## src/rtl/adchp_pkg.sv

```systemverilog
// Purpose: constants for the record-path high-pass coefficient bank
// Assumes: page 1 register space, 8-bit registers, 7-bit register address
// Notes:   byte index 0 of the bank sits at the coefficient base offset
package adchp_pkg;

  // ----------------------------------------------------------------
  // widths
  // ----------------------------------------------------------------
  localparam int ADDR_W = 7;
  localparam int DATA_W = 8;
  localparam int COEF_W = 16;
  localparam int NUM_BYTES = 8;
  localparam int NUM_COEFS = 4;
  localparam int BYTE_IDX_W = 3;
  localparam int COEF_IDX_W = 2;

  // ----------------------------------------------------------------
  // register offsets
  // ----------------------------------------------------------------
  localparam logic [6:0] LEFT_HPF_FEEDBACK_COEF_HIGH_OFS = 7'h45;
  localparam logic [6:0] LEFT_HPF_FEEDBACK_COEF_LOW_OFS = 7'h46;
  localparam logic [6:0] RIGHT_HPF_NUM0_COEF_HIGH_OFS = 7'h47;
  localparam logic [6:0] RIGHT_HPF_NUM0_COEF_LOW_OFS = 7'h48;
  localparam logic [6:0] RIGHT_HPF_NUM1_COEF_HIGH_OFS = 7'h49;
  localparam logic [6:0] RIGHT_HPF_NUM1_COEF_LOW_OFS = 7'h4a;
  localparam logic [6:0] RIGHT_HPF_FEEDBACK_COEF_HIGH_OFS = 7'h4b;
  localparam logic [6:0] RIGHT_HPF_FEEDBACK_COEF_LOW_OFS = 7'h4c;
  localparam logic [6:0] RESERVED_TAIL_FIRST_OFS = 7'h4d;
  localparam logic [6:0] RESERVED_TAIL_LAST_OFS = 7'h7f;
  localparam logic [6:0] COEF_BASE_OFS = LEFT_HPF_FEEDBACK_COEF_HIGH_OFS;

  // ----------------------------------------------------------------
  // coefficient slots: high byte at 2*slot, low byte at 2*slot+1
  // ----------------------------------------------------------------
  localparam logic [1:0] SLOT_LEFT_FEEDBACK = 2'h0;
  localparam logic [1:0] SLOT_RIGHT_FIRST_NUM = 2'h1;
  localparam logic [1:0] SLOT_RIGHT_SECOND_NUM = 2'h2;
  localparam logic [1:0] SLOT_RIGHT_FEEDBACK = 2'h3;

  // ----------------------------------------------------------------
  // reset values, index 7 leftmost
  // ----------------------------------------------------------------
  localparam logic [7:0] RST_LEFT_FB_HIGH = 8'h53;
  localparam logic [7:0] RST_LEFT_FB_LOW = 8'h7e;
  localparam logic [7:0] RST_RIGHT_NUM0_HIGH = 8'h39;
  localparam logic [7:0] RST_RIGHT_NUM0_LOW = 8'h55;
  localparam logic [7:0] RST_RIGHT_NUM1_HIGH = 8'hf3;
  localparam logic [7:0] RST_RIGHT_NUM1_LOW = 8'h2d;
  localparam logic [7:0] RST_RIGHT_FB_HIGH = 8'h53;
  localparam logic [7:0] RST_RIGHT_FB_LOW = 8'h7e;
  localparam logic [7:0] RESERVED_READ_VAL = 8'h00;
  localparam logic [NUM_BYTES-1:0][DATA_W-1:0] COEF_RST = {
    RST_RIGHT_FB_LOW, RST_RIGHT_FB_HIGH,
    RST_RIGHT_NUM1_LOW, RST_RIGHT_NUM1_HIGH,
    RST_RIGHT_NUM0_LOW, RST_RIGHT_NUM0_HIGH,
    RST_LEFT_FB_LOW, RST_LEFT_FB_HIGH
  };

endpackage

```

## src/rtl/adchp_coef_mem.sv

```systemverilog
// Purpose: byte store for the coefficient bank with registered read data
// Assumes: write and read never requested in the same cycle
// Notes:   read data is zero when no read is requested
`timescale 1ns/1ps

module adchp_coef_mem #(
  parameter int DEPTH = adchp_pkg::NUM_BYTES,
  parameter int WIDTH = adchp_pkg::DATA_W,
  parameter logic [DEPTH-1:0][WIDTH-1:0] RST_VAL = adchp_pkg::COEF_RST
) (
  input wire logic ref_clk_in,
  input wire logic rst_n_in,
  input wire logic wr_en_in,
  input wire logic [$clog2(DEPTH)-1:0] wr_idx_in,
  input wire logic [WIDTH-1:0] wr_data_in,
  input wire logic rd_en_in,
  input wire logic [$clog2(DEPTH)-1:0] rd_idx_in,
  output logic [WIDTH-1:0] rd_data_out,
  output logic [DEPTH-1:0][WIDTH-1:0] words_out
);
  import adchp_pkg::*;

  // ----------------------------------------------------------------
  // state
  // ----------------------------------------------------------------
  typedef struct packed {
    logic [DEPTH-1:0][WIDTH-1:0] mem;
    logic [WIDTH-1:0] rdata;
  } adchp_mem_state_t;

  adchp_mem_state_t state_reg;
  adchp_mem_state_t state_next;

  if (DEPTH < 2) begin : g_depth_check
    $error("adchp_coef_mem: DEPTH must be at least 2");
  end

  // ----------------------------------------------------------------
  // next state
  // ----------------------------------------------------------------
  always_comb begin
    state_next = state_reg;
    state_next.rdata = '0;
    if (wr_en_in) begin
      state_next.mem[wr_idx_in] = wr_data_in;
    end
    if (rd_en_in) begin
      state_next.rdata = state_reg.mem[rd_idx_in];
    end
  end

  always_ff @(posedge ref_clk_in) begin
    if (!rst_n_in) begin
      state_reg.mem <= RST_VAL;
      state_reg.rdata <= '0;
    end else begin
      state_reg <= state_next;
    end
  end

  assign rd_data_out = state_reg.rdata;
  assign words_out = state_reg.mem;

endmodule // adchp_coef_mem

```

## src/rtl/adchp_coef_regs.sv

```systemverilog
// Purpose: page 1 high-pass coefficient registers for the record path
// Assumes: page selection is decoded outside; address is page-local
// Notes:   coefficient outputs feed the filter datapath as signed words
//
// The plain strobed port is this design's own decision.
`timescale 1ns/1ps

// Overview of operation
// - register 0x46 holds left feedback coefficient low byte, resets to 0x7e
// - register 0x45 holds left feedback coefficient high byte, resets 0x53
// - registers 0x47/0x48 hold right first numerator, reset 0x39/0x55
// - registers 0x49/0x4a hold right second numerator, reset 0xf3/0x2d
// - registers 0x4b/0x4c hold right feedback coefficient, reset 0x53/0x7e
// - high and low bytes join into one signed 16-bit coefficient
// - registers 0x4d to 0x7f read zero; host must not write them
module adchp_coef_regs #(
  parameter int ADDR_W = adchp_pkg::ADDR_W
) (
  input wire logic ref_clk_in,
  input wire logic rst_n_in,
  input wire logic [ADDR_W-1:0] reg_addr_in,
  input wire logic [adchp_pkg::DATA_W-1:0] reg_wdata_in,
  input wire logic reg_wr_in,
  input wire logic reg_rd_in,
  output logic [adchp_pkg::DATA_W-1:0] reg_rdata_out,
  output logic signed [adchp_pkg::COEF_W-1:0] left_feedback_coef_out,
  output logic signed [adchp_pkg::COEF_W-1:0] right_first_numerator_coef_out,
  output logic signed [adchp_pkg::COEF_W-1:0] right_second_numerator_coef_out,
  output logic signed [adchp_pkg::COEF_W-1:0] right_feedback_coef_out,
  output logic [adchp_pkg::NUM_COEFS-1:0] coef_update_out,
  output logic rsvd_wr_seen_out
);
  import adchp_pkg::*;

  // ----------------------------------------------------------------
  // elaboration checks
  // ----------------------------------------------------------------
  if (ADDR_W < adchp_pkg::ADDR_W) begin : g_addr_check
    $error("adchp_coef_regs: ADDR_W too narrow for page 1");
  end

  // ----------------------------------------------------------------
  // state
  // ----------------------------------------------------------------
  typedef struct packed {
    logic rsvd_wr_seen;
    logic [NUM_COEFS-1:0] coef_update;
  } adchp_regs_state_t;

  adchp_regs_state_t state_reg;
  adchp_regs_state_t state_next;

  // ----------------------------------------------------------------
  // address decode
  // ----------------------------------------------------------------
  function automatic logic is_coef_addr(input logic [ADDR_W-1:0] addr);
    return (addr >= ADDR_W'(COEF_BASE_OFS)) &&
           (addr <= ADDR_W'(RIGHT_HPF_FEEDBACK_COEF_LOW_OFS));
  endfunction

  function automatic logic is_rsvd_addr(input logic [ADDR_W-1:0] addr);
    return (addr >= ADDR_W'(RESERVED_TAIL_FIRST_OFS)) &&
           (addr <= ADDR_W'(RESERVED_TAIL_LAST_OFS));
  endfunction

  function automatic logic [BYTE_IDX_W-1:0] byte_idx(
    input logic [ADDR_W-1:0] addr
  );
    logic [ADDR_W-1:0] diff;
    diff = addr - ADDR_W'(COEF_BASE_OFS);
    return diff[BYTE_IDX_W-1:0];
  endfunction

  logic wr_coef;
  logic wr_rsvd;
  logic rd_coef;
  logic [BYTE_IDX_W-1:0] wr_idx;
  logic [BYTE_IDX_W-1:0] rd_idx;

  // writes to the reserved tail are dropped, reads of it answer zero
  assign wr_coef = reg_wr_in && is_coef_addr(reg_addr_in);
  assign wr_rsvd = reg_wr_in && is_rsvd_addr(reg_addr_in);
  assign rd_coef = reg_rd_in && is_coef_addr(reg_addr_in);
  assign wr_idx = byte_idx(reg_addr_in);
  assign rd_idx = byte_idx(reg_addr_in);

  // ----------------------------------------------------------------
  // coefficient byte store
  // ----------------------------------------------------------------
  logic [NUM_BYTES-1:0][DATA_W-1:0] coef_bytes;
  logic [DATA_W-1:0] mem_rdata;

  // reset values of every byte come from the bank table
  adchp_coef_mem #(
    .DEPTH(NUM_BYTES),
    .WIDTH(DATA_W),
    .RST_VAL(COEF_RST)
  ) u_coef_mem (
    .ref_clk_in(ref_clk_in),
    .rst_n_in(rst_n_in),
    .wr_en_in(wr_coef),
    .wr_idx_in(wr_idx),
    .wr_data_in(reg_wdata_in),
    .rd_en_in(rd_coef),
    .rd_idx_in(rd_idx),
    .rd_data_out(mem_rdata),
    .words_out(coef_bytes)
  );

  // unmapped and reserved reads leave the store answer at zero
  assign reg_rdata_out = mem_rdata;

  // ----------------------------------------------------------------
  // signed coefficient words
  // ----------------------------------------------------------------
  logic [NUM_COEFS-1:0][COEF_W-1:0] coef_words;

  for (genvar c = 0; c < NUM_COEFS; c++) begin : g_coef
    assign coef_words[c] = {coef_bytes[2*c], coef_bytes[2*c+1]};
  end

  assign left_feedback_coef_out = signed'(coef_words[SLOT_LEFT_FEEDBACK]);
  assign right_first_numerator_coef_out =
    signed'(coef_words[SLOT_RIGHT_FIRST_NUM]);
  assign right_second_numerator_coef_out =
    signed'(coef_words[SLOT_RIGHT_SECOND_NUM]);
  assign right_feedback_coef_out = signed'(coef_words[SLOT_RIGHT_FEEDBACK]);

  // ----------------------------------------------------------------
  // update strobes and reserved-write flag
  // ----------------------------------------------------------------
  always_comb begin
    state_next = state_reg;
    state_next.coef_update = '0;
    if (wr_coef) begin
      state_next.coef_update[wr_idx[BYTE_IDX_W-1:1]] = 1'b1;
    end
    if (wr_rsvd) begin
      state_next.rsvd_wr_seen = 1'b1;
    end
  end

  always_ff @(posedge ref_clk_in) begin
    if (!rst_n_in) begin
      state_reg <= '0;
    end else begin
      state_reg <= state_next;
    end
  end

  assign coef_update_out = state_reg.coef_update;
  assign rsvd_wr_seen_out = state_reg.rsvd_wr_seen;

  // ----------------------------------------------------------------
  // reset value checks
  // ----------------------------------------------------------------
  a_left_low_reset: assert property (
    @(posedge ref_clk_in)
    !rst_n_in |=> left_feedback_coef_out[7:0] == RST_LEFT_FB_LOW
  ) else $error("left feedback low byte wrong after reset");

  a_left_high_reset: assert property (
    @(posedge ref_clk_in)
    !rst_n_in |=> left_feedback_coef_out[15:8] == RST_LEFT_FB_HIGH
  ) else $error("left feedback high byte wrong after reset");

  a_right_num0_reset: assert property (
    @(posedge ref_clk_in)
    !rst_n_in |=> right_first_numerator_coef_out ==
      signed'({RST_RIGHT_NUM0_HIGH, RST_RIGHT_NUM0_LOW})
  ) else $error("right first numerator wrong after reset");

  a_right_num1_reset: assert property (
    @(posedge ref_clk_in)
    !rst_n_in |=> right_second_numerator_coef_out ==
      signed'({RST_RIGHT_NUM1_HIGH, RST_RIGHT_NUM1_LOW})
  ) else $error("right second numerator wrong after reset");

  a_right_fb_reset: assert property (
    @(posedge ref_clk_in)
    !rst_n_in |=> right_feedback_coef_out ==
      signed'({RST_RIGHT_FB_HIGH, RST_RIGHT_FB_LOW})
  ) else $error("right feedback coefficient wrong after reset");

  a_reset_readback: assert property (
    @(posedge ref_clk_in) disable iff (!rst_n_in)
    $past(!rst_n_in) && reg_rd_in &&
      reg_addr_in == ADDR_W'(LEFT_HPF_FEEDBACK_COEF_LOW_OFS)
    |=> reg_rdata_out == RST_LEFT_FB_LOW
  ) else $error("left feedback low byte reads wrong after reset");

  a_flag_reset: assert property (
    @(posedge ref_clk_in)
    !rst_n_in |=> !rsvd_wr_seen_out
  ) else $error("reserved write flag not cleared by reset");

  a_update_reset: assert property (
    @(posedge ref_clk_in)
    !rst_n_in |=> coef_update_out == 4'h0
  ) else $error("update strobes not cleared by reset");

  a_rdata_reset: assert property (
    @(posedge ref_clk_in)
    !rst_n_in |=> reg_rdata_out == 8'h00
  ) else $error("read data not cleared by reset");

  // ----------------------------------------------------------------
  // coefficient word checks
  // ----------------------------------------------------------------
  a_high_byte_lands: assert property (
    @(posedge ref_clk_in) disable iff (!rst_n_in)
    reg_wr_in && reg_addr_in == ADDR_W'(RIGHT_HPF_FEEDBACK_COEF_HIGH_OFS)
    |=> right_feedback_coef_out[15:8] == $past(reg_wdata_in) &&
        right_feedback_coef_out[7:0] == $past(right_feedback_coef_out[7:0])
  ) else $error("high byte write did not land in the upper half");

  a_sign_from_high: assert property (
    @(posedge ref_clk_in) disable iff (!rst_n_in)
    reg_wr_in && reg_addr_in == ADDR_W'(RIGHT_HPF_NUM1_COEF_HIGH_OFS) &&
      reg_wdata_in[7]
    |=> right_second_numerator_coef_out < 0
  ) else $error("negative high byte did not give a negative word");

  a_update_strobe: assert property (
    @(posedge ref_clk_in) disable iff (!rst_n_in)
    reg_wr_in && reg_addr_in == ADDR_W'(LEFT_HPF_FEEDBACK_COEF_LOW_OFS)
    |=> coef_update_out == 4'h1 ##1 coef_update_out == 4'h0 || $past(wr_coef)
  ) else $error("update strobe wrong after left feedback write");

  a_left_fb_high_lands: assert property (
    @(posedge ref_clk_in) disable iff (!rst_n_in)
    reg_wr_in && reg_addr_in == ADDR_W'(LEFT_HPF_FEEDBACK_COEF_HIGH_OFS)
    |=> left_feedback_coef_out[15:8] == $past(reg_wdata_in)
  ) else $error("left feedback high byte write did not land");

  a_left_fb_low_lands: assert property (
    @(posedge ref_clk_in) disable iff (!rst_n_in)
    reg_wr_in && reg_addr_in == ADDR_W'(LEFT_HPF_FEEDBACK_COEF_LOW_OFS)
    |=> left_feedback_coef_out[7:0] == $past(reg_wdata_in) &&
        left_feedback_coef_out[15:8] == $past(left_feedback_coef_out[15:8])
  ) else $error("left feedback low byte write did not land");

  a_num0_high_lands: assert property (
    @(posedge ref_clk_in) disable iff (!rst_n_in)
    reg_wr_in && reg_addr_in == ADDR_W'(RIGHT_HPF_NUM0_COEF_HIGH_OFS)
    |=> right_first_numerator_coef_out[15:8] == $past(reg_wdata_in)
  ) else $error("first numerator high byte write did not land");

  a_num0_low_lands: assert property (
    @(posedge ref_clk_in) disable iff (!rst_n_in)
    reg_wr_in && reg_addr_in == ADDR_W'(RIGHT_HPF_NUM0_COEF_LOW_OFS)
    |=> right_first_numerator_coef_out[7:0] == $past(reg_wdata_in)
  ) else $error("first numerator low byte write did not land");

  a_num1_high_lands: assert property (
    @(posedge ref_clk_in) disable iff (!rst_n_in)
    reg_wr_in && reg_addr_in == ADDR_W'(RIGHT_HPF_NUM1_COEF_HIGH_OFS)
    |=> right_second_numerator_coef_out[15:8] == $past(reg_wdata_in)
  ) else $error("second numerator high byte write did not land");

  a_num1_low_lands: assert property (
    @(posedge ref_clk_in) disable iff (!rst_n_in)
    reg_wr_in && reg_addr_in == ADDR_W'(RIGHT_HPF_NUM1_COEF_LOW_OFS)
    |=> right_second_numerator_coef_out[7:0] == $past(reg_wdata_in)
  ) else $error("second numerator low byte write did not land");

  a_fb_low_lands: assert property (
    @(posedge ref_clk_in) disable iff (!rst_n_in)
    reg_wr_in && reg_addr_in == ADDR_W'(RIGHT_HPF_FEEDBACK_COEF_LOW_OFS)
    |=> right_feedback_coef_out[7:0] == $past(reg_wdata_in) &&
        right_feedback_coef_out[15:8] == $past(right_feedback_coef_out[15:8])
  ) else $error("right feedback low byte write did not land");

  a_fb_update: assert property (
    @(posedge ref_clk_in) disable iff (!rst_n_in)
    reg_wr_in && reg_addr_in == ADDR_W'(RIGHT_HPF_FEEDBACK_COEF_LOW_OFS)
    |=> coef_update_out == 4'h8
  ) else $error("right feedback write gave wrong update strobe");

  a_num0_update: assert property (
    @(posedge ref_clk_in) disable iff (!rst_n_in)
    reg_wr_in && reg_addr_in == ADDR_W'(RIGHT_HPF_NUM0_COEF_LOW_OFS)
    |=> coef_update_out == 4'h2
  ) else $error("first numerator write gave wrong update strobe");

  a_num1_update: assert property (
    @(posedge ref_clk_in) disable iff (!rst_n_in)
    reg_wr_in && reg_addr_in == ADDR_W'(RIGHT_HPF_NUM1_COEF_HIGH_OFS)
    |=> coef_update_out == 4'h4
  ) else $error("second numerator write gave wrong update strobe");

  a_sign_positive: assert property (
    @(posedge ref_clk_in) disable iff (!rst_n_in)
    reg_wr_in && reg_addr_in == ADDR_W'(RIGHT_HPF_NUM0_COEF_HIGH_OFS) &&
      !reg_wdata_in[7]
    |=> right_first_numerator_coef_out >= 0
  ) else $error("positive high byte did not give a positive word");

  // ----------------------------------------------------------------
  // reserved tail checks
  // ----------------------------------------------------------------
  a_rsvd_reads_zero: assert property (
    @(posedge ref_clk_in) disable iff (!rst_n_in)
    reg_rd_in && is_rsvd_addr(reg_addr_in)
    |=> reg_rdata_out == RESERVED_READ_VAL
  ) else $error("reserved register read not zero");

  a_rsvd_write_dropped: assert property (
    @(posedge ref_clk_in) disable iff (!rst_n_in)
    wr_rsvd |=> $stable(coef_bytes) && rsvd_wr_seen_out
  ) else $error("reserved write changed the bank or was not flagged");

  a_rsvd_flag_sticky: assert property (
    @(posedge ref_clk_in) disable iff (!rst_n_in)
    rsvd_wr_seen_out |=> rsvd_wr_seen_out
  ) else $error("reserved write flag dropped without reset");

  a_rsvd_no_update: assert property (
    @(posedge ref_clk_in) disable iff (!rst_n_in)
    wr_rsvd |=> coef_update_out == 4'h0
  ) else $error("reserved write raised an update strobe");

  // ----------------------------------------------------------------
  // read-back checks
  // ----------------------------------------------------------------
  a_write_readback: assert property (
    @(posedge ref_clk_in) disable iff (!rst_n_in)
    reg_wr_in && is_coef_addr(reg_addr_in) ##1
      reg_rd_in && reg_addr_in == $past(reg_addr_in)
    |=> reg_rdata_out == $past(reg_wdata_in, 2)
  ) else $error("read-back differs from byte just written");

  a_idle_rdata_zero: assert property (
    @(posedge ref_clk_in) disable iff (!rst_n_in)
    !reg_rd_in |=> reg_rdata_out == 8'h00
  ) else $error("read data not zero outside a read answer");

  a_bank_holds: assert property (
    @(posedge ref_clk_in) disable iff (!rst_n_in)
    !wr_coef |=> $stable(coef_bytes) [*1]
  ) else $error("coefficient byte changed without a write");

  a_low_write_dropped: assert property (
    @(posedge ref_clk_in) disable iff (!rst_n_in)
    reg_wr_in && reg_addr_in < ADDR_W'(COEF_BASE_OFS)
    |=> $stable(coef_bytes) && coef_update_out == 4'h0 &&
        $stable(rsvd_wr_seen_out)
  ) else $error("write below the bank changed state");

  a_low_read_zero: assert property (
    @(posedge ref_clk_in) disable iff (!rst_n_in)
    reg_rd_in && reg_addr_in < ADDR_W'(COEF_BASE_OFS)
    |=> reg_rdata_out == 8'h00
  ) else $error("read below the bank not zero");

endmodule // adchp_coef_regs

```

## config.mk

```make
export PLATFORM = sky130hd
export DESIGN_NAME = adchp_coef_regs
export DESIGN_NICKNAME = d
export VERILOG_FILES = /design/src/rtl/adchp_pkg.sv /design/src/rtl/adchp_coef_mem.sv /design/src/rtl/adchp_coef_regs.sv
export SDC_FILE = /design/constraint.sdc
export NUM_CORES = 1
export LEC_CHECK = 0
export ABC_AREA = 0
export BUFFER_PORTS_ARGS = -buffer_cell sky130_fd_sc_hd__buf_2
export CAP_MARGIN = 20
export CORE_MARGIN = 2
export CORE_UTILIZATION = 52
export DETAILED_ROUTE_END_ITERATION = 16
export PLACE_DENSITY = 0.9
export SETUP_SLACK_MARGIN = 0.2
export SLEW_MARGIN = 20
export SYNTH_ARGS = -nofsm -noshare
export SYNTH_HDL_FRONTEND = slang
export SYNTH_HIERARCHICAL = 1
export SYNTH_SLANG_ARGS = --single-unit
```

## constraint.sdc

```tcl
create_clock -name ref_clk_in -period 2.96 [get_ports ref_clk_in]
set_clock_uncertainty 0.1 [all_clocks]
set_input_delay 0.888 -clock ref_clk_in [delete_from_list [all_inputs] [get_ports ref_clk_in]]
set_output_delay 0.888 -clock ref_clk_in [all_outputs]
set_load 0.01 [all_outputs]
```

; Word-level counts from Yosys, hierarchy flattened
; Index checks and enable logic that the tools add are counted.
; W data, S select, Z words.
[op_classes]
n_addsub = 1
n_reduce_logical = 9
n_mux = 7
magnitude_cmp = 8
[op_table]
columns = op, n
row1 = $bwmux W64, 1
row2 = $bmux W8 S3, 1
row3 = $demux W8 S3, 1
row4 = $mux W8, 2
row5 = $ge A7 B7 Y1 const B, 2
row6 = $le A7 B7 Y1 const B, 2
row7 = $logic_and A1 B1 Y1, 7
row8 = $lt A3 B4 Y1 const B, 1
row9 = $reduce_and A2 Y1, 2
row10 = $ge A3 B1 Y1 const B, 1
row11 = $lt A2 B3 Y1 const B, 1
row12 = $sub A3 B3 Y3 const B, 1
row13 = $demux W1 S2, 1
row14 = $ge A2 B1 Y1 const B, 1
row15 = $mux W1, 1
[word_totals]
input_bits = 19
word_cells = 36
regBits = 77
out_inout_bits = 77

; Depth between registers and ports, before layout
; Gate-level depths: netlist (run 1).
[depth]
word_depth = 6
mapped_depth = 10

; Hierarchy
; Netlist (run 1), hierarchy kept.
[modules_own_cells]
columns = module, cells_each, area_each_um2, instances
row1 = adchp_coef_mem, 348, 3255.6, 1
row2 = adchp_coef_regs, 35, 319.1, 1

; Worst setup path after synthesis (run 1)
; Ideal clock, no wire load.
[synth_path]
kind = input to register
start = input reg_addr_in[1]
end = register u_coef_mem.state_reg, in the netlist u_coef_mem/words_out[16]
required_ps = 2731
path_buffers = 2
cell_stages = 10
setup_slack_ps = 248
setup_ps = 129
arrival_ps = 2483
path_cell_list = inv_1 > ha_1 > o31a_1 > o221ai_2 > nor2_1 > buf_2 > and4bb_1 > buf_6 > mux2i_1 > nand2_1
[synth_via]
elab_cells_between_ends = 11
classes_between = 1 x add/sub / 4 x order compare / 3 x mux / 3 x reduce/logical
[synth_rtl]
columns = item, line_no
row1 = "start, declared", adchp_coef_regs.sv:21  ; input wire logic [ADDR_W-1:0] reg_addr_in,
row2 = $ge A7 B7 Y1 / $le A7 B7 Y1 (equally long branches), "adchp_coef_regs.sv:57, adchp_coef_regs.sv:58"
row3 = $logic_and A1 B1 Y1 (*), adchp_coef_regs.sv:57  ; return (addr >= ADDR_W'(COEF_BASE_OFS)) &&
row4 = $logic_and A1 B1 Y1 (*), adchp_coef_regs.sv:81  ; assign wr_coef = reg_wr_in && is_coef_addr(reg_addr_in);
row5 = named net wr_coef, adchp_coef_regs.sv:74  ; logic wr_coef;
row6 = "end signal, assigned", adchp_coef_mem.sv:57  ; state_reg <= state_next;
row7 = "end, declared", adchp_coef_mem.sv:31  ; adchp_mem_state_t state_reg;
; The timed path passes the listed nets; every way through them passes the cells marked *.
; A chain may end at the register's enable or synchronous reset.

; Worst setup path in the final report (run 1)
[layout_path]
start = input reg_addr_in[1]
end = register u_coef_mem.state_reg, in the netlist u_coef_mem/words_out[32]
; The elaborated chain is that of the path after synthesis.

==> summary.txt, run 1 <==
Worst hold path
  – Hold path cells: 2
  – Hold wc startpoint: rsvd_wr_seen_out
  – Hold Path Sink: rsvd_wr_seen_out
  – Worst Hold Class: flip-flop to flip-flop

Detailed routing
  – Via Count: 3224
  – DRC: 0
  – DRT iter0 DRCs: 278
  – Antenna viol nets, final: 0
  – DR WL/cell: 17.58 um
  – Pre-antenna DRT Iters: 5
  – Detailed-route vias per instance: 5.862
  – Final WL: 9671 um

STA
  – Share of the clock period used by the worst path: 89.83%
  – Worst Slack Setup Final: 0.3010 ns
  – Max_slew headroom: 55.64%
  – Setup violators final: 0
  – Hold slack: 0.3768 ns
  – Slew Viols, Final: 0
  – Min cycle time layout: 2.659 ns
  – RSZ-0062 raised after global routing: no
  – F_max: 376.1 MHz
  – Slew @ Worst Pin: 0.6640 ns
  – Final hold vios: 0

Critical path
  – Reg2Reg Depth: 3
  – Crit path DAT: 2.80 ns
  – Required @ worst endpoint: 3.10 ns
  – Worst setup EP type: flip-flop
  – Worst r2r src: u_coef_mem/words_out[55]
  – Flop2flop setup slack: 1.77 ns
  – WS Path Type: primary input to flip-flop
  – Crit path launch type: primary input
  – Worst r2r dst: u_coef_mem/rd_data_out[7]
  – Critical path fanouts, max: 13

Run status
  – Status: complete, no violations

Global route
  – Antenna violations before repair: 0
  – GRT Residual Overflow: 0
  – Number of global-route vias before repair: 3004
  – GRT Resource Usage Total: 25.04%
  – Largest net degree at the start of global routing: 33
  – Global-route wire length before repair: 14710 um

Power and ir drop
  – Leak: 1.871 nW
  – Tot Pwr: 2.217 mW
  – Power density cells: 522.1 mW/mm^2
  – Worst vdd ir: 0.0002957 V

Floorplanning
  – Die area: 0.007553 sq mm
  – Die width: 86.91 um
  – Starting Density: 53.20%
  – Die height: 86.91 um
  – Ports: 96
  – Core area: 0.006719 sq mm
  – Row count: 30

Cells and area
  – FF+latch area: 0.001541 sq mm
  – Most frequent cells in the layout: 100 x nand2_1, 95 x buf_2, 77 x dfxtp_1
  – Post-route cell area: 0.004247 sq mm
  – Antenna cell count: 0
  – Layout fillers: 519
  – Utilization after layout: 63.20%
  – Commonest non-fill, non-tap cell in the layout: nand2_1
  – Nets: 488
  – Layout cell share with drive strength beyond 1: 28.30%
  – Footprint of the multi-input gates: 0.001780 sq mm
  – Area growth from synthesis to final layout: 18.80%

Clock network
  – Clk root buf: clkbuf_8
  – Reg clk slew, reported paths: 0.09 ns
  – Clk buf depth: 2
  – CTS sink cnt: 77
  – CTS buffer count: 9
  – H-tree depth: 3
  – Buffer count from post-CTS setup fixing: 0
  – Later-pin clock latency in the skew report: 0.36 ns
  – CTS tree: yes

Synth
  – Post-synthesis net count: 406
  – Post-synthesis sequential area ratio: 43.12%
  – YS warnings: 6
  – Predominant post-synthesis flop cell: dfxtp_1
  – Ys async rst share: 0%
  – Top cells by area, synth: dfxtp_1 43%, mux2i_1 16%, nand2_1 11%
  – Post-Synthesis Cells: 383
  – Synthesized area per cell: 9.333 sq um
  – Post-synth top area cell: dfxtp_1
  – Post-synthesis register bit count: 77
  – Area fraction of the dominant cell type after synthesis: 43.12%
  – Synthesized cell area: 0.003575 sq mm
  – EDFF count, synth: 0
  – Yosys cell types: 38

Placement
  – Port bufs: 95
  – DP Worst Slack: -0.04517 ns
  – Hpwl dp: 6564 um
  – Dpl cell area: 0.004004 sq mm
  – Routability Congestion: 0.8579

Run
  – Max-cap violations: 0
==> metrics by stage <==
stage / cells / setup TNS, ns
after floorplan: 383 / 0
after global placement: 534 / 0
after detailed placement: 534 / -0.2418
after CTS: 550 / 0
after global routing: 550 / 0
final: 550 / 0
==> cell usage after synthesis, drive strengths merged, types with 3 or more instances <==
library cell and n:
nor4 3, a21boi 18, nor2b 10, nand2 100, nor3 11, and4b 3, nand4b 3, mux2i 56
clkbuf 9, a22o 16, inv 6, and4bb 3, dfxtp 77, nand3 25, buf 24, ha 4
nor2 3
==> flip-flops by register name, summed over array words and instances, names as in the netlist <==
name,flops
u_coef_mem/rd_data_out,8
coef_update_out,4
rsvd_wr_seen_out,1
u_coef_mem/words_out,64
==> critical path: stages <==
cell and delay (ns):
buf_2 0.13, inv_1 0.10, ha_1 0.18, o31a_1 0.17
o221ai_2 0.12, nor2_1 0.11, buf_4 0.17, and4bb_1 0.56
mux2i_1 0.29, nand2_1 0.08
==> power by group <==
part           total, mW  internal [mW]  switching [mW]  leakage [nW]
Clock              0.954          0.560           0.393         0.116
Sequential          1.05           1.04         0.00416         0.622
Combinational      0.218         0.0884           0.130          1.13
Total               2.22           1.69           0.527          1.87
==> worst max-delay path by stage <==
stage	startpoint	to	slack, ns
floorplan	reg_addr_in[1]	u_coef_mem/words_out[16]	0.25
global placement	reg_addr_in[1]	u_coef_mem/words_out[10]	0.03
detailed placement	reg_addr_in[1]	u_coef_mem/words_out[0]	-0.05
CTS	reg_addr_in[1]	u_coef_mem/words_out[0]	0.32
global route	reg_addr_in[1]	u_coef_mem/words_out[33]	0.21
finish	reg_addr_in[1]	u_coef_mem/words_out[32]	0.30
==> cells by family (layout without fill, tap and decap cells) <==
kind of cell             count (synthesis)  after routing  synth area share (%)
flip-flops                              77             77                 43.12
adder cells (fa/ha/maj)                  4              4                 1.400
AO/OA/AOI/OAI                           38             38                 8.890
multiplexers                            56             56                 15.68
AND/OR/NAND/NOR                        167            167                 23.28
buffers and inverters                   40            127                 7.175
XOR/XNOR                                 1              1                0.4551
==> layer usage <==
layer / global-route usage, % / share of wire (%) / vias up
li1: - / - / 1477
met5: 0 / 0 / -
met4: 10.65 / 2.5 / 0
met3: 5.592 / 7.3 / 24
met2: 41.43 / 48 / 161
met1: 31.37 / 43 / 1562
==> what timing repair did <==
| action | in CTS | in global routing |
|---|---|---|
| hold buffers | 0 | 0 |
| gates resized for setup | 0 | 2 |
| endpoints found under the setup margin | 0 | 3 |
==> layout make-up <==
class,count,share of cell area (%)
Multi-Input combinational cell,266,41.93
Sequential cell,77,36.30
Timing Repair Buffer,105,13.26
Clock buffer,10,3.005
Clock inverter,6,2.622
Tap cell,80,2.357
Inverter,6,0.5303
Note: power is estimated with default switching activity, not from simulation.
==> run 2: changes to the inputs <==
CORE_UTILIZATION = 44   (was 52)
PLACE_DENSITY = 0.8   (was 0.9)
==> summary.txt, run 2 (synthesis gave the netlist of run 1 again) <==
Clock network
  – Hold_buf cts: 0 (unchanged)
  – H-tree depth: 3 (unchanged)
  – Clk root buf: clkbuf_8
  – Later-pin clock latency in the skew report: 0.36 ns (about the same)
  – Post-CTS sizing: 0 (unchanged)
  – CTS sink cnt: 77 (unchanged)
  – CTS tree: yes
  – Clk buf depth: 2 (unchanged)
  – Reg clk slew, reported paths: 0.08 ns (about the same)
  – Buffer count from post-CTS setup fixing: 0 (unchanged)
  – CTS buffer count: 9 (unchanged)

Floorplanning
  – Row count: 32 (+6.7%)
  – Die width: 94.14 um (+8.3%)
  – Starting Density: 45.79% (-7.4 points)
  – Die height: 94.14 um (+8.3%)
  – Ports: 96 (unchanged)
  – Die area: 0.008861 sq mm (+17%)
  – Core area: 0.007807 sq mm (+16%)

Detailed routing
  – Final WL: 9424 um (-2.6%)
  – Detailed-route vias per instance: 5.491 (-6.3%)
  – DR WL/cell: 16.42 um (-6.6%)
  – Via Count: 3152 (-2.2%)
  – DRT iter0 DRCs: 193 (-31%)
  – Antenna viol nets, final: 0 (unchanged)
  – Pre-antenna DRT Iters: 5 (unchanged)
  – DRC: 0 (unchanged)

STA
  – Slew Viols, Final: 0 (unchanged)
  – Setup_tns: 0 ns (unchanged)
  – Setup violators final: 0 (unchanged)
  – Slew @ Worst Pin: 0.6362 ns (-0.02776 ns)
  – F_max: 385.3 MHz (+2.5%)
  – Hold slack: 0.3714 ns (-0.005386 ns)
  – RSZ-0062 raised after global routing: no
  – Share of the clock period used by the worst path: 87.68% (-2.2 points)
  – Min cycle time layout: 2.595 ns (-0.06372 ns)
  – Max_slew headroom: 57.50% (+1.9 points)
  – Final hold vios: 0 (unchanged)

Critical path
  – Crit path capture: u_coef_mem/words_out[18]
  – Critical path launch point: reg_addr_in[1]
  – Worst r2r dst: u_coef_mem/rd_data_out[7]
  – Crit path DAT: 2.74 ns (-0.06 ns)
  – Critical path fanouts, max: 13 (unchanged)
  – Worst setup EP type: flip-flop
  – Reg2Reg Depth: 3 (unchanged)
  – Required @ worst endpoint: 3.11 ns (about the same)
  – Worst r2r src: u_coef_mem/words_out[55]
  – Flop2flop setup slack: 1.79 ns (+0.02 ns)
  – WS Path Type: primary input to flip-flop
  – Crit path launch type: primary input

Power and ir drop
  – Leak: 1.861 nW (-0.58%)
  – Power density cells: 488.8 mW/mm^2 (-6.4%)
  – Worst vdd ir: 0.0002373 V (-20%)

Cells and area
  – Commonest non-fill, non-tap cell in the layout: nand2_1
  – FF+latch area: 0.001541 sq mm (unchanged)
  – Footprint of the multi-input gates: 0.001777 sq mm (-0.21%)
  – Max reg flops: 64 (unchanged)
  – Post-Layout Cell Count: 574 (+4.4%)
  – Layout cell share with drive strength beyond 1: 28.18% (-0.12 points)
  – Post-route cell area: 0.004235 sq mm (-0.27%)
  – Area growth from synthesis to final layout: 18.48%
  – Antenna cell count: 0 (unchanged)
  – Most frequent cells in the layout: 100 x nand2_1, 95 x buf_2, 77 x dfxtp_1
  – Layout fillers: 706 (+36%)
  – Nets: 490 (+0.41%)
  – Utilization after layout: 54.25% (-9.0 points)

Placement
  – Routability Congestion: 0.8639 (+0.70%)
  – Dpl cell area: 0.004034 sq mm (+0.75%)
  – Hpwl dp: 6620 um (+0.86%)
  – Placed Cells: 558 (+4.5%)
  – Port bufs: 95 (unchanged)

Global route
  – Largest net degree at the start of global routing: 33 (unchanged)
  – Number of global-route vias before repair: 2854 (-5.0%)
  – Global-route wire length before repair: 14450 um (-1.8%)
  – Antenna violations before repair: 0 (unchanged)
  – GRT Residual Overflow: 0 (unchanged)
  – GRT Resource Usage Total: 21.18% (-3.9 points)

Run
  – Max-cap violations: 0 (unchanged)

Run status
  – Status: complete, no violations

Worst hold path
  – Worst Hold Class: flip-flop to flip-flop
## run 2: cell types whose count changed in the layout (fill, tap and decap cells not counted), sizes merged
cell	change
buf	+2
clkinv	+1
bufinv	-2
clkbuf	+1
## run 2: cell type report
class	instances	area share [%]
Clock buffer	11	3.338
Clock inverter	5	1.418
Inverter	6	0.5318
Multi-Input combinational cell	266	41.95
Sequential cell	77	36.40
Tap cell	102	3.013
Timing Repair Buffer	107	13.35
## run 2: report_power, final
group / internal [mW] / switching [mW] / total [mW]
Combinational: 0.0881 / 0.127 / 0.215
Sequential: 1.04 / 0.00378 / 1.04
Clock: 0.414 / 0.396 / 0.811
## run 2: critical path, stage by stage
cell and delay, ns:
buf_2 0.13, inv_1 0.10, ha_1 0.18, o31a_1 0.16, o221ai_2 0.11, nor2_1 0.10, buf_4 0.17, and4bb_1 0.56
mux2i_1 0.27, nor2b_1 0.07
## run 2: worst min-delay path by stage
stage / end / from / depth (start not counted)
after global routing: u_coef_mem/words_out[7] / u_coef_mem/words_out[7] / 2
after global placement: rsvd_wr_seen_out / rsvd_wr_seen_out / 2
after CTS: rsvd_wr_seen_out / rsvd_wr_seen_out / 2
after detailed placement: rsvd_wr_seen_out / rsvd_wr_seen_out / 2
after floorplan: rsvd_wr_seen_out / rsvd_wr_seen_out / 2
final: rsvd_wr_seen_out / rsvd_wr_seen_out / 2
## run 2: metrics by stage
| stage | total power [mW] | setup WS (ns) |
|---|---|---|
| after floorplan | 1.236 | 0.2476 |
| after global placement | 1.275 | 0.08728 |
| after detailed placement | 1.280 | -0.01217 |
| after CTS | 2.082 | 0.3837 |
| after global routing | 2.138 | 0.2158 |
| final | 2.070 | 0.3647 |
## run 2: metal layers
layer	share of wire (%)	vias to the layer above	wire [um]	global-route usage (%)
li1	-	1486	-	-
met1	43	1504	4052	27.01
met2	47	143	4404	34.05
met3	7.8	19	737	4.896
met4	2.5	0	231	9.420
met5	0	-	0	0
==> run 3: changes to the inputs <==
HOLD_SLACK_MARGIN = 0.15   (was unset)
REMOVE_ABC_BUFFERS = 1   (was unset)
==> summary.txt, run 3 (synthesis gave the netlist of run 1 again) <==
Clock network
  – CTS buffer count: 9 (unchanged)
  – Reg clk slew, reported paths: 0.07 ns (about the same)
  – H-tree depth: 3 (unchanged)
  – Clk buf depth: 2 (unchanged)
  – Later-pin clock latency in the skew report: 0.36 ns (about the same)
  – Clk root buf: clkbuf_8
  – CTS sink cnt: 77 (unchanged)
  – CTS tree: yes

Floorplanning
  – Core area: 0.007807 sq mm (unchanged)
  – Ports: 96 (unchanged)
  – Die area: 0.008861 sq mm (unchanged)
  – Die height: 94.14 um (unchanged)
  – Die width: 94.14 um (unchanged)
  – Row count: 32 (unchanged)
  – Starting Density: 45.79% (unchanged)

Cells and area
  – Most frequent cells in the layout: 100 x nand2_1, 95 x buf_2, 77 x dfxtp_1
  – Post-Layout Cell Count: 574 (unchanged)
  – Area growth from synthesis to final layout: 18.31%
  – Antenna cell count: 0 (unchanged)
  – Commonest non-fill, non-tap cell in the layout: nand2_1
  – Max reg flops: 64 (unchanged)
  – Utilization after layout: 54.17% (-0.080 points)
  – Layout cell share with drive strength beyond 1: 29.03% (+0.85 points)
  – Nets: 491 (+0.20%)

STA
  – Slew @ Worst Pin: 0.7022 ns (+0.06599 ns)
  – Final hold vios: 0 (unchanged)
  – Slew Viols, Final: 0 (unchanged)
  – Worst Slack Setup Final: 0.3466 ns (-0.01815 ns)
  – Min cycle time layout: 2.613 ns (+0.01815 ns)
  – Max_slew headroom: 53.09% (-4.4 points)
  – RSZ-0062 raised after global routing: no
  – Share of the clock period used by the worst path: 88.29% (+0.61 points)
  – F_max: 382.6 MHz (-0.69%)
  – Setup violators final: 0 (unchanged)

Run
  – Max-cap violations: 0 (unchanged)

Detailed routing
  – Pre-antenna DRT Iters: 4 (-1)
  – DRT iter0 DRCs: 174 (-9.8%)
  – Antenna viol nets, final: 0 (unchanged)
  – Via Count: 3113 (-1.2%)
  – DR WL/cell: 16.85 um (+2.6%)
  – DRC: 0 (unchanged)
  – Detailed-route vias per instance: 5.423 (-1.2%)
  – Final WL: 9672 um (+2.6%)

Critical path
  – Worst r2r src: u_coef_mem/words_out[55]
  – CP bufs+invs: 3 (unchanged)
  – CP Cell Sequence: buf_2 -> inv_1 -> ha_1 -> xor2_2 -> inv_2 -> or4b_1 -> nand2_1 -> nand3_1
  – Max stage delay on crit path: 0.74 ns (+0.18 ns)
  – Worst setup EP type: flip-flop
  – Critical path launch point: reg_addr_in[0]
  – Slowest CP cell: or4b_1
  – Required @ worst endpoint: 3.07 ns (-0.04 ns)
  – Crit path DAT: 2.73 ns (about the same)
  – Critical path fanouts, max: 17 (+4)
  – Crit path launch type: primary input
  – WS Path Type: primary input to flip-flop
  – Delay-heaviest family, CP: simple AND/OR/NAND/NOR gates

Worst hold path
  – Worst Hold Class: flip-flop to flip-flop
  – Hold wc startpoint: rsvd_wr_seen_out

Global route
  – Number of global-route vias before repair: 2974 (+4.2%)
  – Global-route wire length before repair: 15240 um (+5.4%)
  – GRT Resource Usage Total: 22.49% (+1.3 points)
  – Largest net degree at the start of global routing: 35 (+6.1%)
  – Antenna violations before repair: 0 (unchanged)
  – GRT Residual Overflow: 0 (unchanged)

Placement
  – Placed Cells: 559 (+0.18%)
  – Routability Congestion: 0.8839 (+2.3%)
  – Port bufs: 95 (unchanged)
  – DP Worst Slack: -0.03967 ns (-0.02750 ns)
  – Hpwl dp: 6883 um (+4.0%)

Run status
  – Status: complete, no violations

Power and ir drop
  – Power density cells: 475.4 mW/mm^2 (-2.7%)
  – Worst vdd ir: 0.0002277 V (-4.0%)
  – Leak: 1.850 nW (-0.56%)
run 3: changes by cell type in the layout (fill, tap and decap cells not counted), moves of 2 or more:
| cell | previous run | this run |
|---|---|---|
| and4bb_1 | 3 | 1 |
| and4bb_2 | 0 | 2 |
| clkbuf_8 | 10 | 12 |
| clkinv_4 | 2 | 0 |
run 3: power breakdown:
part	internal (mW)	switching, mW
clock	0.367	0.382
sequential	1.04	0.00373
combinational	0.0894	0.127
run 3: cell type report:
class | count | area [sq um]
clock inverter | 3 | 20.02
fill | 712 | 3578
multi-input combinational | 266 | 1779
tap | 102 | 127.6
sequential | 77 | 1541
clock buffer | 12 | 165.2
inverter | 6 | 22.52
timing repair buffer | 108 | 573.1
run 3: path summary, 6_finish.rpt:
path,slack [ns],end,depth (start not counted)
hold / removal,0.36,rsvd_wr_seen_out,2
setup reg to reg,1.88,u_coef_mem/rd_data_out[7],3
hold reg to reg,0.36,rsvd_wr_seen_out,2
setup / recovery,0.35,u_coef_mem/words_out[0],8
run 3: tightest hold or removal path: cells and delay by family, from the launching register on:
kind            cells  cell delay (ns)
simple gates        1             0.05
flops               1             0.32
compound gates      1             0.06
run 3: metrics by stage:
stage	instance area, sq um	hold slack [ns]	TNS [ns]	power [mW]
floorplan	3341	0.3810	-36.69	1.192
global placement	4041	0.3405	0	1.277
detailed placement	4041	0.3449	-0.2491	1.283
CTS	4227	0.3662	0	2.023
global route	4229	0.3929	0	2.084
finish	4229	0.3612	0	2.011
run 3: what timing repair did:
action | CTS | global route
setup buffers | 0 | 0
hold endpoints to repair | 0 | 0
gates resized for setup | 0 | 3
hold buffers | 0 | 0
endpoints found under the setup margin | 0 | 12
run 3: layer usage:
layer  GRT usage [%]  part of all wire [%]
met2           36.73                    48
met3           4.093                   5.8
met5               0                     0
met4           8.937                   2.2
met1           29.35                    44
